**config.mk**
```make
export PLATFORM = sky130hd
export DESIGN_NAME = ptc_top
export DESIGN_NICKNAME = d
export VERILOG_FILES = /design/src/design/ptc_pkg.sv /design/src/design/ptc_channel.sv /design/src/design/ptc_top.sv
export SDC_FILE = /design/constraint.sdc
export NUM_CORES = 1
export LEC_CHECK = 0
export BUFFER_PORTS_ARGS = -buffer_cell sky130_fd_sc_hd__buf_2
export CORE_MARGIN = 2
export CORE_UTILIZATION = 50
export DETAILED_ROUTE_END_ITERATION = 16
export GPL_TIMING_DRIVEN = 0
export PLACE_DENSITY = 0.68
export SLEW_MARGIN = 10
export SYNTH_ARGS = -nofsm -noshare
export SYNTH_HDL_FRONTEND = slang
export SYNTH_SLANG_ARGS = --single-unit
```
**constraint.sdc**
```tcl
create_clock -name hclk -period 4.8 [get_ports hclk]
set_input_delay 0.48 -clock hclk [delete_from_list [all_inputs] [get_ports hclk]]
set_output_delay 0.48 -clock hclk [all_outputs]
set_load 0.05 [all_outputs]
```
**src/design/ptc_pkg.sv**
```systemverilog
`default_nettype none
package ptc_pkg;
  // Byte offsets on the register bus
  localparam logic [7:0] PTC_OFF_CLKEN   = 8'h00;
  localparam logic [7:0] PTC_OFF_START   = 8'h04;
  localparam logic [7:0] PTC_OFF_MASK    = 8'h08;
  localparam logic [7:0] PTC_OFF_REQ     = 8'h0c;
  localparam logic [7:0] PTC_OFF_PRLO    = 8'h10;
  localparam logic [7:0] PTC_OFF_PRHI    = 8'h14;
  localparam logic [7:0] PTC_OFF_BUFMODE = 8'h18;
  localparam logic [7:0] PTC_OFF_COMB    = 8'h1c;
  localparam logic [7:0] PTC_OFF_CNT0    = 8'h20;
  localparam logic [7:0] PTC_OFF_CNT1    = 8'h24;
  localparam logic [7:0] PTC_OFF_A0      = 8'h28;
  localparam logic [7:0] PTC_OFF_B0      = 8'h2c;
  localparam logic [7:0] PTC_OFF_C0      = 8'h30;
  localparam logic [7:0] PTC_OFF_D0      = 8'h34;
  localparam logic [7:0] PTC_OFF_A1      = 8'h38;
  localparam logic [7:0] PTC_OFF_B1      = 8'h3c;
  localparam logic [7:0] PTC_OFF_C1      = 8'h40;
  localparam logic [7:0] PTC_OFF_D1      = 8'h44;
  // Bit positions
  localparam int PTC_BIT_CLKEN   = 4;
  localparam int PTC_BIT_START0  = 0;
  localparam int PTC_BIT_START1  = 1;
  localparam int PTC_BIT_CH0_COUNT_CONTINUE_SELECT   = 2;
  localparam int PTC_BIT_CH1_COUNT_CONTINUE_SELECT   = 3;
  localparam int PTC_BIT_CH0     = 1;
  localparam int PTC_BIT_CH1     = 2;
  localparam int PTC_BIT_CH0_C_REGISTER_FUNCTION    = 4;
  localparam int PTC_BIT_CH0_D_REGISTER_FUNCTION    = 5;
  localparam int PTC_BIT_CH1_C_REGISTER_FUNCTION    = 6;
  localparam int PTC_BIT_CH1_D_REGISTER_FUNCTION    = 7;
  // Reset values
  localparam logic [7:0]  PTC_RST_BYTE = 8'h00;
  localparam logic [7:0]  PTC_RST_MASK = 8'h06;
  localparam logic [15:0] PTC_RST_WORD = 16'hffff;
  localparam logic [15:0] PTC_RST_CNT  = 16'h0000;
  // Combination mode select codes, and the bus NONSEQ transfer type
  localparam logic [1:0] PTC_CMD_UNDERFLOW = 2'b10;
  localparam logic [1:0] PTC_CMD_MATCH     = 2'b11;
  localparam logic [1:0] PTC_HTRANS_NONSEQ = 2'b10;
endpackage : ptc_pkg
`default_nettype wire

```
**src/design/ptc_channel.sv**
```systemverilog
`default_nettype none
// One counter: counts up, or down when down is set, and flags a compare match
module ptc_channel
  import ptc_pkg::*;
#(
  parameter int W = 16
) (
  // Clock and reset
  input  wire logic         hclk,
  input  wire logic         hresetn,
  // Control
  input  wire logic         clr,
  input  wire logic         run,
  input  wire logic         cont,
  input  wire logic         down,
  input  wire logic         ld,
  input  wire logic [W-1:0] ld_val,
  input  wire logic [W-1:0] cmp,
  // Status
  output logic [W-1:0]      cnt,
  output logic              match,
  output logic              uflow,
  output logic              stopped
);
  typedef struct packed {
    logic [W-1:0] cnt;
    logic         stopped;
  } ptc_ch_s;

  ptc_ch_s s_q;
  ptc_ch_s s_d;

  // Match and underflow seen in the cycle the counter steps
  assign match = run && !s_q.stopped && (s_q.cnt == cmp);
  assign uflow = run && !s_q.stopped && down && (s_q.cnt == '0);
  assign cnt     = s_q.cnt;
  assign stopped = s_q.stopped;

  always_comb begin
    s_d = s_q;
    if (clr) begin
      s_d.cnt     = '0;
      s_d.stopped = 1'b0;
    end else if (ld) begin
      s_d.cnt     = ld_val;
      s_d.stopped = 1'b0;
    end else if (run && !s_q.stopped) begin
      if (match && !cont) begin
        s_d.stopped = 1'b1;                       // Halt on match [RULE_03] [RULE_04]
      end else if (down) begin
        s_d.cnt = s_q.cnt - W'(1);
      end else begin
        s_d.cnt = match ? '0 : s_q.cnt + W'(1);
      end
    end
  end

  always_ff @(posedge hclk or negedge hresetn) begin
    if (!hresetn) begin
      s_q <= '0;
    end else begin
      s_q <= s_d;
    end
  end
endmodule : ptc_channel
`default_nettype wire

```
**src/design/ptc_top.sv**
```systemverilog
`default_nettype none
// Behaviour
// RULE_01: Clock supply off stops counting, ignores writes, holds timer in reset.
// RULE_02: Clock supply on lets timer run and its registers be read and written.
// RULE_03: Counter 0 stops on match with A0 unless continue select is set.
// RULE_04: Counter 1 stops on match with A1 unless continue select is set.
// RULE_05: Each counter runs while its start flag is 1, stops while 0.
// RULE_06: Mask bit 0 allows interrupt servicing, 1 blocks it, per channel.
// RULE_07: Request flag sets on interrupt event, reads 0 when nothing pending.
// RULE_08: Software clears request flags and masks both before starting the timer.
// RULE_09: Two priority bits give level 0 highest through level 3 lowest.
// RULE_10: D1 buffers B1 when its function bit is 1, else general register.
// RULE_11: C1 buffers A1 when its function bit is 1, else general register.
// RULE_12: D0 buffers B0 when its function bit is 1, else general register.
// RULE_13: C0 buffers A0 when its bit is 1; software keeps it 0 here.
// RULE_14: Handler counts interrupts and reloads buffers on every tenth one.
// RULE_15: Buffers transfer on counter 1 underflow or counter 0 A0 match.
// RULE_16: Software keeps synchronous-operation off in complementary mode.
// RULE_17: Counters advance only with supply on and start flag set.
module ptc_top
  import ptc_pkg::*;
#(
  parameter int W = 16
) (
  // AHB-Lite slave
  input  wire logic        hclk,
  input  wire logic        hresetn,
  input  wire logic        hsel,
  input  wire logic [7:0]  haddr,
  input  wire logic [1:0]  htrans,
  input  wire logic        hwrite,
  input  wire logic [2:0]  hsize,
  input  wire logic [31:0] hwdata,
  input  wire logic        hready,
  output logic [31:0]      hrdata,
  output logic             hreadyout,
  output logic             hresp,
  // Interrupt requests to the controller, unmasked and flagged
  output logic             ch0_timer_interrupt,
  output logic             ch1_timer_interrupt,
  output logic [1:0]       ch0_priority_level,
  output logic [1:0]       ch1_priority_level
);
  typedef struct packed {
    logic         wr_pend;
    logic [7:0]   wr_addr;
    logic [31:0]  rdata;
    logic [7:0]   clken;
    logic [7:0]   start;
    logic [7:0]   mask;
    logic [7:0]   req;
    logic [7:0]   prlo;
    logic [7:0]   prhi;
    logic [7:0]   bufmode;
    logic [1:0]   comb;
    logic [W-1:0] a0;
    logic [W-1:0] b0;
    logic [W-1:0] c0;
    logic [W-1:0] d0;
    logic [W-1:0] a1;
    logic [W-1:0] b1;
    logic [W-1:0] c1;
    logic [W-1:0] d1;
  } ptc_top_s;

  ptc_top_s s_q;
  ptc_top_s s_d;

  logic         supply_on;
  logic         tmr_clr;
  logic         run0;
  logic         run1;
  logic [W-1:0] cnt0;
  logic [W-1:0] cnt1;
  logic         match0;
  logic         match1;
  logic         uflow1;
  logic         xfer;
  logic         addr_phase;

  // Supply enable gates the unit except its own register and the bus; off acts as a timer-wide reset
  assign supply_on = s_q.clken[PTC_BIT_CLKEN];          // [RULE_02]
  assign tmr_clr   = !supply_on;                        // [RULE_01]
  assign run0 = supply_on && s_q.start[PTC_BIT_START0]; // [RULE_05] [RULE_17]
  assign run1 = supply_on && s_q.start[PTC_BIT_START1]; // [RULE_05] [RULE_17]

  // Transfer event chosen by combination mode
  assign xfer = (s_q.comb == PTC_CMD_UNDERFLOW) ? uflow1 :
                (s_q.comb == PTC_CMD_MATCH)     ? match0 : 1'b0; // [RULE_15]

  assign addr_phase = hsel && hready && htrans[1];

  // Counter 0 counts up to A0; counter 1 counts down, reloading from A1 on underflow
  ptc_channel #(.W(W)) u_ch0 (
    .hclk    (hclk),
    .hresetn (hresetn),
    .clr     (tmr_clr),
    .run     (run0),
    .cont    (s_q.start[PTC_BIT_CH0_COUNT_CONTINUE_SELECT]),
    .down    (1'b0),
    .ld      (1'b0),
    .ld_val  ('0),
    .cmp     (s_q.a0),
    .cnt     (cnt0),
    .match   (match0),
    .uflow   (),
    .stopped ()
  );

  ptc_channel #(.W(W)) u_ch1 (
    .hclk    (hclk),
    .hresetn (hresetn),
    .clr     (tmr_clr),
    .run     (run1),
    .cont    (s_q.start[PTC_BIT_CH1_COUNT_CONTINUE_SELECT]),
    .down    (1'b1),
    .ld      (uflow1),
    .ld_val  (s_q.a1),
    .cmp     (s_q.a1),
    .cnt     (cnt1),
    .match   (match1),
    .uflow   (uflow1),
    .stopped ()
  );

  // Narrow byte register write helper
  function automatic logic [7:0] wbyte(input logic [31:0] d);
    wbyte = d[7:0];
  endfunction : wbyte

  // Read mux; timer registers read their reset values while the supply is off
  function automatic logic [31:0] rd_mux(input ptc_top_s s, input logic [7:0] a,
                                         input logic [W-1:0] c0v, input logic [W-1:0] c1v);
    rd_mux = '0;
    unique case (a)
      PTC_OFF_CLKEN:   rd_mux = {24'h000000, s.clken};
      PTC_OFF_START:   rd_mux = {24'h000000, s.start};
      PTC_OFF_MASK:    rd_mux = {24'h000000, s.mask};
      PTC_OFF_REQ:     rd_mux = {24'h000000, s.req};
      PTC_OFF_PRLO:    rd_mux = {24'h000000, s.prlo};
      PTC_OFF_PRHI:    rd_mux = {24'h000000, s.prhi};
      PTC_OFF_BUFMODE: rd_mux = {24'h000000, s.bufmode};
      PTC_OFF_COMB:    rd_mux = {30'h0, s.comb};
      PTC_OFF_CNT0:    rd_mux = 32'(c0v);
      PTC_OFF_CNT1:    rd_mux = 32'(c1v);
      PTC_OFF_A0:      rd_mux = 32'(s.a0);
      PTC_OFF_B0:      rd_mux = 32'(s.b0);
      PTC_OFF_C0:      rd_mux = 32'(s.c0);
      PTC_OFF_D0:      rd_mux = 32'(s.d0);
      PTC_OFF_A1:      rd_mux = 32'(s.a1);
      PTC_OFF_B1:      rd_mux = 32'(s.b1);
      PTC_OFF_C1:      rd_mux = 32'(s.c1);
      PTC_OFF_D1:      rd_mux = 32'(s.d1);
      default:         rd_mux = '0;
    endcase
  endfunction : rd_mux

  // Next-state logic: bus writes, events, buffer transfers
  always_comb begin
    s_d = s_q;
    s_d.wr_pend = 1'b0;
    // Address phase: latch write, prepare read data for the data phase
    if (addr_phase) begin
      s_d.wr_pend = hwrite;
      s_d.wr_addr = haddr;
      s_d.rdata   = rd_mux(s_q, haddr, cnt0, cnt1);
    end
    // Data phase write; supply register always writable, the rest only when on
    if (s_q.wr_pend) begin
      if (s_q.wr_addr == PTC_OFF_CLKEN) begin
        s_d.clken = wbyte(hwdata);
      end else if (supply_on) begin                     // [RULE_01] [RULE_17]
        unique case (s_q.wr_addr)
          PTC_OFF_START:   s_d.start   = wbyte(hwdata) & 8'h0f;
          PTC_OFF_MASK:    s_d.mask    = wbyte(hwdata);
          PTC_OFF_REQ:     s_d.req     = wbyte(hwdata);
          PTC_OFF_PRLO:    s_d.prlo    = wbyte(hwdata);
          PTC_OFF_PRHI:    s_d.prhi    = wbyte(hwdata);
          PTC_OFF_BUFMODE: s_d.bufmode = wbyte(hwdata) & 8'hf0;
          PTC_OFF_COMB:    s_d.comb    = hwdata[1:0];
          PTC_OFF_A0:      s_d.a0      = hwdata[W-1:0];
          PTC_OFF_B0:      s_d.b0      = hwdata[W-1:0];
          PTC_OFF_C0:      s_d.c0      = hwdata[W-1:0];
          PTC_OFF_D0:      s_d.d0      = hwdata[W-1:0];
          PTC_OFF_A1:      s_d.a1      = hwdata[W-1:0];
          PTC_OFF_B1:      s_d.b1      = hwdata[W-1:0];
          PTC_OFF_C1:      s_d.c1      = hwdata[W-1:0];
          PTC_OFF_D1:      s_d.d1      = hwdata[W-1:0];
          default: ;
        endcase
      end
    end
    // Buffer transfers override a same-cycle general register write
    if (xfer) begin
      if (s_q.bufmode[PTC_BIT_CH0_C_REGISTER_FUNCTION]) s_d.a0 = s_q.c0;   // [RULE_13]
      if (s_q.bufmode[PTC_BIT_CH0_D_REGISTER_FUNCTION]) s_d.b0 = s_q.d0;   // [RULE_12]
      if (s_q.bufmode[PTC_BIT_CH1_C_REGISTER_FUNCTION]) s_d.a1 = s_q.c1;   // [RULE_11]
      if (s_q.bufmode[PTC_BIT_CH1_D_REGISTER_FUNCTION]) s_d.b1 = s_q.d1;   // [RULE_10]
    end
    // Events set flags after any software clear, so a set wins
    if (match0) s_d.req[PTC_BIT_CH0] = 1'b1;            // [RULE_07]
    if (match1) s_d.req[PTC_BIT_CH1] = 1'b1;            // [RULE_07]
    // Timer-side state held in reset while supply is off
    if (tmr_clr) begin                                  // [RULE_01]
      s_d.start   = PTC_RST_BYTE;
      s_d.mask    = PTC_RST_MASK;
      s_d.req     = PTC_RST_BYTE;
      s_d.prlo    = PTC_RST_BYTE;
      s_d.prhi    = PTC_RST_BYTE;
      s_d.bufmode = PTC_RST_BYTE;
      s_d.comb    = 2'b00;
      s_d.a0      = PTC_RST_WORD;
      s_d.b0      = PTC_RST_WORD;
      s_d.c0      = PTC_RST_WORD;
      s_d.d0      = PTC_RST_WORD;
      s_d.a1      = PTC_RST_WORD;
      s_d.b1      = PTC_RST_WORD;
      s_d.c1      = PTC_RST_WORD;
      s_d.d1      = PTC_RST_WORD;
    end
  end

  always_ff @(posedge hclk or negedge hresetn) begin
    if (!hresetn) begin
      s_q         <= '0;
      s_q.mask    <= PTC_RST_MASK;
      s_q.a0      <= PTC_RST_WORD;
      s_q.b0      <= PTC_RST_WORD;
      s_q.c0      <= PTC_RST_WORD;
      s_q.d0      <= PTC_RST_WORD;
      s_q.a1      <= PTC_RST_WORD;
      s_q.b1      <= PTC_RST_WORD;
      s_q.c1      <= PTC_RST_WORD;
      s_q.d1      <= PTC_RST_WORD;
    end else begin
      s_q <= s_d;
    end
  end

  // Zero-wait slave, always OKAY
  assign hreadyout = 1'b1;
  assign hresp     = 1'b0;
  assign hrdata    = s_q.rdata;

  // Request reaches the controller only when flagged and unmasked
  assign ch0_timer_interrupt = s_q.req[PTC_BIT_CH0] && !s_q.mask[PTC_BIT_CH0]; // [RULE_06]
  assign ch1_timer_interrupt = s_q.req[PTC_BIT_CH1] && !s_q.mask[PTC_BIT_CH1]; // [RULE_06]
  // Level 0 highest, 3 lowest
  assign ch0_priority_level = {s_q.prhi[PTC_BIT_CH0], s_q.prlo[PTC_BIT_CH0]};  // [RULE_09]
  assign ch1_priority_level = {s_q.prhi[PTC_BIT_CH1], s_q.prlo[PTC_BIT_CH1]};  // [RULE_09]
endmodule : ptc_top
`default_nettype wire

```
==> flow_summary.ini, run 1 <==
[global_routing]
grt_pass1_vias = 11900
grt_usage = 0.393
antenna_found_initial = 2
grt_overflow = 0
grt_max_degree = 113
grt_pass1_wl_mm = 82.2

[power_and_ir_drop]
p_sw_frac = 0.277
leakage_nw = 6.28
clkPwrFrac = 0.446
pwr-share-seq = 0.444
powerDensity_nw_per_um2 = 298
combPwrFrac = 0.110
power.internal_w = 0.00337
net-switching-power_w = 0.00129
ir_worst_vdd_v = 0.000331

[clocking]
clkTransAtPathRegs_ns = 0.06
post-cts-setup-buffer-count = 0
tritoncts = done
post_cts_resized = 0
cts_hold_buffers = 1
numCtsBuffers = 27
h-tree-depth = 1
clockBufferDepth = 3
root_buffer = clkbuf_16
clock-sinks = 237
clock_latency_ns = 0.57

[detailed_routing]
viasPerCell = 6.53
ant_nets = 0
vias = 12400
route.detailed.drc = 0
routedWlPerCell_um = 29.7
wl_mm = 56.5
firstDrtPassIters = 5
detail_route.iter0.violations = 1278

[timing]
hold_violations = 0
worstMarginPinSlew_ns = 1.17
setup_viol = 0
relSlewSlack = 0.213
post-route-period-util = 0.735
hold_slack_ns = 0.144
clock_skew_ns = 0.0206
fin_crit_ns = 3.53
rsz0062_at_grt = false
setup-tns-final_ns = 0
slew_viol_final = 0
max_freq_mhz = 283

[logic_synthesis]
synth_cell_types = 75
synth_cells = 1415
synth_ff_type = dfstp_2
synth_warnings = 0
synth_edf_count = 0
avgSynthCellArea_um2 = 9.80
async_flop_share = 1.00
syn_area_um2 = 13900
ys_ff_latch = 237
synth-seq-area-share = 0.439

[critical_path]
startpoint_type = flip-flop
worstSetupEndpointType = flip-flop
worstSetupPathType = reg -> reg
crit_fanout = 10
worst_ep_arrival_time_ns = 4.01
worstPathRequired_ns = 5.28

[placed_design]
placed_area_um2 = 14800
place_hpwl_mm = 43.2
gp_congestion = 1.00
port-buffer-count = 42

[floorplan]
start_util = 0.512
design.die.area_um2 = 29100
io_pins = 90
die_h_um = 171
die_w_um = 171
core-area_um2 = 27100
row_count = 60

[final_layout]
drive_gt1_frac = 0.265
nNetsFinal = 1564
post-route-util = 0.578
area_growth_pct = 12.9
design_area_um2 = 15700

[run_status]
status = completed

[run]
cap_violations = 0

[worst_hold_path]
hold_path.class = in -> reg
## logic make-up after synthesis
group                    Yosys count  share of synthesized area
AO/OA/AOI/OAI                    288                      0.152
adder cells (fa/ha/maj)            2                    0.00180
buffers and inverters            159                     0.0567
XOR/XNOR                          35                     0.0221
AND/OR/NAND/NOR                  491                      0.169
multiplexers                     201                      0.158
other                              2                   0.000542
flip-flops                       237                      0.439
## power by group through the flow
stage	sequential (W)	clock [W]	combinational (W)
floorplan	0.00208	0	0.000288
global placement	0.00209	0	0.000487
detailed placement	0.00210	0	0.000499
CTS	0.00206	0.00209	0.000500
global route	0.00207	0.00217	0.000541
finish	0.00207	0.00208	0.000514
## final cells by class
cell class	instances	area [µm²]
Antenna cell	1	2.50
Multi-Input combinational cell	1035	7100
Fill cell	2391	11400
Clock buffer	42	802
Tap cell	372	465
Inverter	11	41.3
Sequential cell	237	6090
Clock inverter	6	75.1
Timing Repair Buffer	52	330
Buffer	148	746
## cell usage in the layout, fill, tap and decap left out, drive strengths merged, types with 5 or more instances in the layout
| cell | synthesis | routed |
|---|---|---|
| a31oi | 6 | 6 |
| nor4b | 6 | 6 |
| mux2 | 99 | 99 |
| inv | 11 | 12 |
| o32ai | 7 | 7 |
| nor3b | 6 | 6 |
| a221oi | 16 | 16 |
| nor4 | 10 | 10 |
| buf | 59 | 110 |
| conb | 2 | 18 |
| dfstp | 130 | 130 |
| o211ai | 73 | 73 |
| nor2b | 12 | 12 |
| mux2i | 98 | 98 |
| and3 | 8 | 8 |
| nand3b | 8 | 8 |
| or4 | 16 | 16 |
| o22ai | 10 | 10 |
| xnor2 | 14 | 14 |
| a311oi | 5 | 5 |
| a22o | 15 | 15 |
| a22oi | 24 | 24 |
| nand2 | 224 | 224 |
| or3 | 14 | 14 |
| nand4 | 17 | 17 |
| nor2 | 75 | 75 |
| nor3 | 17 | 17 |
| clkbuf | 89 | 131 |
| xor2 | 21 | 21 |
| o21ai | 42 | 42 |
| a21oi | 42 | 42 |
| dfrtp | 107 | 107 |
| o31ai | 9 | 9 |
| nand3 | 56 | 56 |
## synth_stat cells (21+ instances only)
| cell type | n | area share |
|---|---|---|
| a21oi_1 | 42 | 0.015 |
| a22oi_1 | 24 | 0.013 |
| buf_4 | 41 | 0.022 |
| clkbuf_1 | 89 | 0.024 |
| dfrtp_1 | 107 | 0.19 |
| dfstp_2 | 130 | 0.25 |
| mux2_2 | 99 | 0.080 |
| mux2i_1 | 98 | 0.071 |
| nand2_1 | 224 | 0.061 |
| nand3_1 | 56 | 0.020 |
| nor2_1 | 75 | 0.020 |
| o211ai_1 | 73 | 0.040 |
| o21ai_0 | 41 | 0.015 |
| xor2_1 | 21 | 0.013 |
## path summary, 6_finish.rpt
path / from / cells after the start / slack, ns / endpoint
max in group asynchronous: hresetn / 3 / 3.59 / u_ch1.cnt[9]
min in group asynchronous: hresetn / 2 / 0.36 / s_q[157]
worst min register to register: hrdata[14] / 2 / 0.48 / hrdata[14]
worst max register to register: u_ch1.cnt[0] / 10 / 1.27 / s_q[124]
worst min-delay path: hwrite / 3 / 0.14 / s_q[226]
worst max-delay path: u_ch1.cnt[0] / 10 / 1.27 / s_q[124]
## state kept, by name, summed over array words and instances (netlist names)
name                count
ch1_priority_level      2
u_ch1.cnt              16
u_ch0.stopped           1
s_q                   183
ch0_priority_level      2
hrdata                 16
u_ch0.cnt              16
u_ch1.stopped           1
## worst max-delay path, cell delays in order, from the launching register on
cell and delay, ns:
dfrtp_1 0.47, inv_1 0.14, ha_1 0.19, nor3b_1 0.73, nand4_1 0.34, or2_0 0.30, buf_2 0.25, o32ai_4 0.45
buf_6 0.27, mux2i_1 0.21, nand2_1 0.07
## per-stage QoR
stage | std cells | power [W] | worst slack, ns
2_1_floorplan | 1431 | 0.00237 | 2.20
3_3_place_gp | 1845 | 0.00258 | -0.968
3_5_place_dp | 1854 | 0.00259 | 1.18
4_1_cts | 1903 | 0.00465 | 1.33
5_1_grt | 1903 | 0.00478 | 1.08
6_report | 1904 | 0.00466 | 1.27
## routing by layer
metal | GRT usage | up-vias | part of all wire
met2 | 0.575 | 715 | 0.42
met4 | 0.153 | 0 | 0.045
li1 | - | 5334 | -
met5 | 0 | - | 0
met1 | 0.569 | 6242 | 0.43
met3 | 0.0828 | 141 | 0.10
Note: power is estimated with default switching activity, not from simulation.
==> run 2, diff against run 1 <==
ABC_AREA = 1   (was default)
PLACE_DENSITY = 0.7   (was 0.68)
clock period = 3.1 ns   (was 4.8 ns; I/O delays follow)
==> flow_summary.ini, run 2 <==
[detailed_routing]
vias = 16200
detail_route.iter0.violations = 2166
wl_mm = 61.5
route.detailed.drc = 0
ant_nets = 0
routedWlPerCell_um = 21.8
firstDrtPassIters = 6
viasPerCell = 5.75

[logic_synthesis]
yosysMostFrequentCell = nand2_1
synth-seq-area-share = 0.393
synth_edf_count = 0
async_flop_share = 1.00
synth_warnings = 0
synth_cell_types = 34
yosysTopAreaCellShare = 0.221
ys_ff_latch = 237
syn_area_um2 = 15500
synthTopCellsByCount = nand2_1, nand3_1, nor2_1
synth_cells = 2306
synth_ff_type = dfstp_2
yosys.area.top_type = dfstp_2
synth_area_leaders = dfstp_2, nand2_1, dfrtp_1, nand3_1, nor2_1
avgSynthCellArea_um2 = 6.72

[clocking]
clock-sinks = 237
clock_latency_ns = 0.58
clkTransAtPathRegs_ns = 0.07
post-cts-setup-buffer-count = 0
tritoncts = done
clockBufferDepth = 3
h-tree-depth = 1
numCtsBuffers = 28
root_buffer = clkbuf_16

[global_routing]
grt_overflow = 0
grt_pass1_wl_mm = 93.1
grt_max_degree = 96
antenna_found_initial = 0
grt_pass1_vias = 15200
grt_usage = 0.376

[floorplan]
core-area_um2 = 30500
io_pins = 90
die_w_um = 180
row_count = 64
start_util = 0.508
design.die.area_um2 = 32400
die_h_um = 180

[timing]
relSlewSlack = 0.168
fin_ws_ns = 0.297
setup_viol = 0
hold_violations = 0
max_freq_mhz = 357
clock_skew_ns = 0.0272
fin_crit_ns = 2.80
slew_viol_final = 0
hold_slack_ns = 0.0434
post-route-period-util = 0.904
rsz0062_at_grt = false
worstMarginPinSlew_ns = 1.23

[final_layout]
drive_gt1_frac = 0.146
regMostFlops = s_q
layout_common_cells = nand2_1, nand3_1, nor2_1
nNetsFinal = 2459
multiInputGateArea_um2 = 7850
seqCellArea_um2 = 6090
area_growth_pct = 12.5
fillers = 2994
largest_register_ffs = 183
final_common_cell = nand2_1
diodes = 0

[critical_path]
worstSetupEndpointType = flip-flop
cp_slowest_cell = clkbuf_1
worstSetupPathType = reg -> reg
cpMostUsedCell = clkbuf_1
startpoint_type = flip-flop
crit_fanout = 10
worst_ep_arrival_time_ns = 3.26
worstPathRequired_ns = 3.55
crit_chain = clkbuf_1, clkbuf_1, clkbuf_1, nand3_1
cp_slowest_stage_delay_ns = 0.90

[run_status]
status = completed

[placed_design]
dp_slack_ns = 0.397
gp_congestion = 1.06
place_hpwl_mm = 47.4
port-buffer-count = 51

[worst_hold_path]
hold_path.class = in -> reg

[power_and_ir_drop]
powerDensity_nw_per_um2 = 689
ir_worst_vdd_v = 0.000568
leakage_nw = 8.85

[run]
cap_violations = 0
==> run 2: worst max-delay path: cells and delay by family, from the launching register on <==
family,cells,cell delay [ns]
DFF,1,0.43
buffers and inverters,3,2.05
and+or+nand+nor,1,0.19
==> run 2: cells by family after synthesis <==
group           Yosys count  synth area share
simple gates           1481             0.410
buf+inv                 335             0.104
flops                   237             0.393
compound gates          220            0.0737
xor+xnor                 29            0.0164
fa+ha+maj                 2           0.00162
other cells               2          0.000485
==> run 2: metal layers <==
layer / up-vias / GRT usage / share of wire / wire (µm)
met5: - / 0 / 0 / 0
met4: 0 / 0.186 / 0.056 / 3460
met3: 187 / 0.0851 / 0.12 / 7270
met2: 1005 / 0.542 / 0.41 / 25100
met1: 7508 / 0.532 / 0.42 / 25700
li1: 7533 / - / - / -
==> run 2: repair_timing <==
action,4_1_cts,5_1_grt
hold buffers,2,0
gates resized for setup,0,0
endpoints found under the hold margin,2,0
==> run 2: stage by stage <==
step	cells	TNS [ns]	power, W	utilization	cell area, µm²
2_1_floorplan	2322	0	0.00684	-	15500
6_report	2824	0	0.0120	0.571	17400
4_1_cts	2824	0	0.0119	0.571	17400
5_1_grt	2824	0	0.0125	0.571	17400
3_5_place_dp	2771	0	0.00817	0.536	16400
3_3_place_gp	2769	-380.97	0.00809	0.534	16300
==> run 2: power breakdown <==
| group | internal (W) | switching, W | leakage (nW) |
|---|---|---|---|
| clock | 0.00230 | 0.00143 | 0.513 |
| sequential | 0.00411 | 0.000850 | 2.80 |
| combinational | 0.000976 | 0.00234 | 5.54 |
| total | 0.00738 | 0.00462 | 8.85 |
==> run 2: worst paths after layout <==
| path | startpoint | to | slack (ns) | cells past startpoint |
|---|---|---|---|---|
| setup / recovery | s_q[182] | s_q[114] | 0.30 | 4 |
| hold / removal | haddr[6] | s_q[224] | 0.04 | 3 |
| setup reg to reg | s_q[182] | s_q[114] | 0.30 | 4 |
| hold reg to reg | hrdata[3] | hrdata[3] | 0.48 | 2 |
| max in group asynchronous | hresetn | s_q[49] | 1.63 | 4 |
| min in group asynchronous | hresetn | s_q[137] | 0.25 | 2 |
==> run 2: cell type report <==
class,count,share of cell area
Buffer,149,0.0524
Clock buffer,41,0.0507
Clock inverter,10,0.00883
Inverter,186,0.0401
Multi-Input combinational cell,1750,0.450
Sequential cell,237,0.350
Tap cell,396,0.0284
Timing Repair Buffer,55,0.0195
==> run 3, diff against run 2 <==
GPL_TIMING_DRIVEN = default   (was 0)
clock period = 2.3 ns   (was 3.1 ns; I/O delays follow)
==> flow_summary.ini, run 3 (synthesis gave the netlist of run 2 again) <==
[run_status]
status = completed

[placed_design]
place_hpwl_mm = 40.9
port-buffer-count = 51
gp_congestion = 0.993

[clocking]
clockBufferDepth = 3
root_buffer = clkbuf_16
h-tree-depth = 1
tritoncts = done
clkTransAtPathRegs_ns = 0.06
clock-sinks = 237
numCtsBuffers = 29
clock_latency_ns = 0.57
post-cts-setup-buffer-count = 0

[global_routing]
grt_pass1_vias = 15000
grt_max_degree = 94
grt-busiest-layer = met2
grt_pass1_wl_mm = 88.0
grt_usage = 0.350
grt_use_met3 = 0.0993
grt_use_met1 = 0.498
grt_overflow = 0
met2_usage = 0.509
antenna_found_initial = 2

[critical_path]
cp.depth = 13
crit_fanout = 4
worstSetupPathType = in -> reg
critPathLaunch = haddr[1]
startpoint_type = input pin
cp_slowest_cell = dlygate4sd3_1
critPathBufInv = 4
crit_chain = dlygate4sd3_1, buf_2, nor2_1, nand2_1, nor2_1, nand2_1, buf_4, o21ai_0, nor2_1, nand2_1, o21ai_0, buf_4, nand2_1
cpMostUsedCell = nand2_1
worstSetupEndpointType = flip-flop
ff2ff_path_depth = 7
crit_end = hrdata[2]
r2r_start = s_q[219]
crit_family = buffers and inverters
worstPathRequired_ns = 2.80
worst_ep_arrival_time_ns = 2.74
cp_slowest_stage_delay_ns = 0.53
r2r_slack_ns = 0.12
reg2reg_to = s_q[29]

[final_layout]
final_common_cell = nand2_1
area_growth_pct = 12.3
nNetsFinal = 2407
largest_register_ffs = 183
regMostFlops = s_q
post-route-util = 0.570
drive_gt1_frac = 0.150
layout_common_cells = nand2_1, nand3_1, nor2_1

[detailed_routing]
firstDrtPassIters = 6
viasPerCell = 5.81
wl_mm = 57.8
detail_route.iter0.violations = 2083
ant_nets = 0
vias = 16100
routedWlPerCell_um = 20.8
route.detailed.drc = 0

[power_and_ir_drop]
p_sw_frac = 0.372
ir_worst_vdd_v = 0.000607
power.internal_w = 0.00993
net-switching-power_w = 0.00588
clkPwrFrac = 0.310
pwr-share-seq = 0.410
powerDensity_nw_per_um2 = 909
combPwrFrac = 0.280
leakage_nw = 8.80

[run]
cap_violations = 0

[floorplan]
start_util = 0.508
design.die.area_um2 = 32400
io_pins = 90
row_count = 64
die_h_um = 180
core-area_um2 = 30500
die_w_um = 180

[timing]
slew_viol_final = 0
post-route-period-util = 0.975
setup_viol = 0
rsz0062_at_grt = true
clock_skew_ns = 0.0254
fin_crit_ns = 2.24
worstMarginPinSlew_ns = 0.795
hold_slack_ns = 0.0269
setup-tns-final_ns = 0
relSlewSlack = 0.470
max_freq_mhz = 446
hold_violations = 0

[worst_hold_path]
hp-start = haddr[7]
hold_path.class = in -> reg
## run 3: cell count changes in the layout (fill, tap and decap cells not counted), moves of 4 or more
cell | previous run | this run
buf_12 | 0 | 13
dlygate4sd3_1 | 2 | 6
clkbuf_1 | 48 | 6
buf_4 | 41 | 79
buf_1 | 9 | 0
buf_2 | 83 | 50
buf_6 | 21 | 2
## run 3: worst min-delay path: stages
cell and delay (ns):
buf_2 0.11, inv_1 0.09, o21ai_0 0.10
## run 3: worst min path at each step
| stage | endpoint | slack (ns) | depth (start not counted) |
|---|---|---|---|
| after global placement | s_q[167] | 0.22 | 1 |
| after global routing | s_q[222] | 0.05 | 3 |
| after CTS | s_q[155] | 0.02 | 3 |
| after floorplan | ch0_priority_level[0] | -0.07 | 0 |
| after detailed placement | s_q[135] | 0.23 | 1 |
| final | s_q[225] | 0.03 | 3 |
## run 3: power by group through the flow
| stage | clock network [W] | registers [W] | logic [W] |
|---|---|---|---|
| final | 0.00491 | 0.00648 | 0.00443 |
| after global routing | 0.00511 | 0.00657 | 0.00493 |
| after CTS | 0.00495 | 0.00642 | 0.00435 |
| after detailed placement | 0 | 0.00647 | 0.00431 |
| after global placement | 0 | 0.00643 | 0.00423 |
| after floorplan | 0 | 0.00609 | 0.00313 |
## run 3: timing repair
item                                    in CTS  in global routing
endpoints found under the setup margin       0                 33
hold buffers                                 6                  0
endpoints found under the hold margin       50                  0
gates resized for setup                      0                  6
## run 3: through the flow
step | area, µm² | setup slack [ns] | std cells | power [W]
after floorplan | 15500 | 0.595 | 2322 | 0.00922
after global placement | 16300 | 0.171 | 2714 | 0.0107
after detailed placement | 16300 | 0.177 | 2714 | 0.0108
after CTS | 17400 | 0.147 | 2774 | 0.0157
after global routing | 17400 | -0.00243 | 2774 | 0.0166
final | 17400 | 0.0570 | 2775 | 0.0158
## run 3: cell type report
class	instances	area (µm²)
flip-flops and latches	237	6100
repair buffers	151	1200
well taps	396	495
diodes	1	2.50
fillers	2938	13100
clock inverters	14	203
clock buffers	40	817
inverters	186	698
multi-input cells	1750	7880
## run 3: metal layers
metal / share of wire / wire length, µm
met5: 0.00024 / 14
met3: 0.13 / 7660
met4: 0.040 / 2300
met1: 0.41 / 23600
met2: 0.42 / 24300
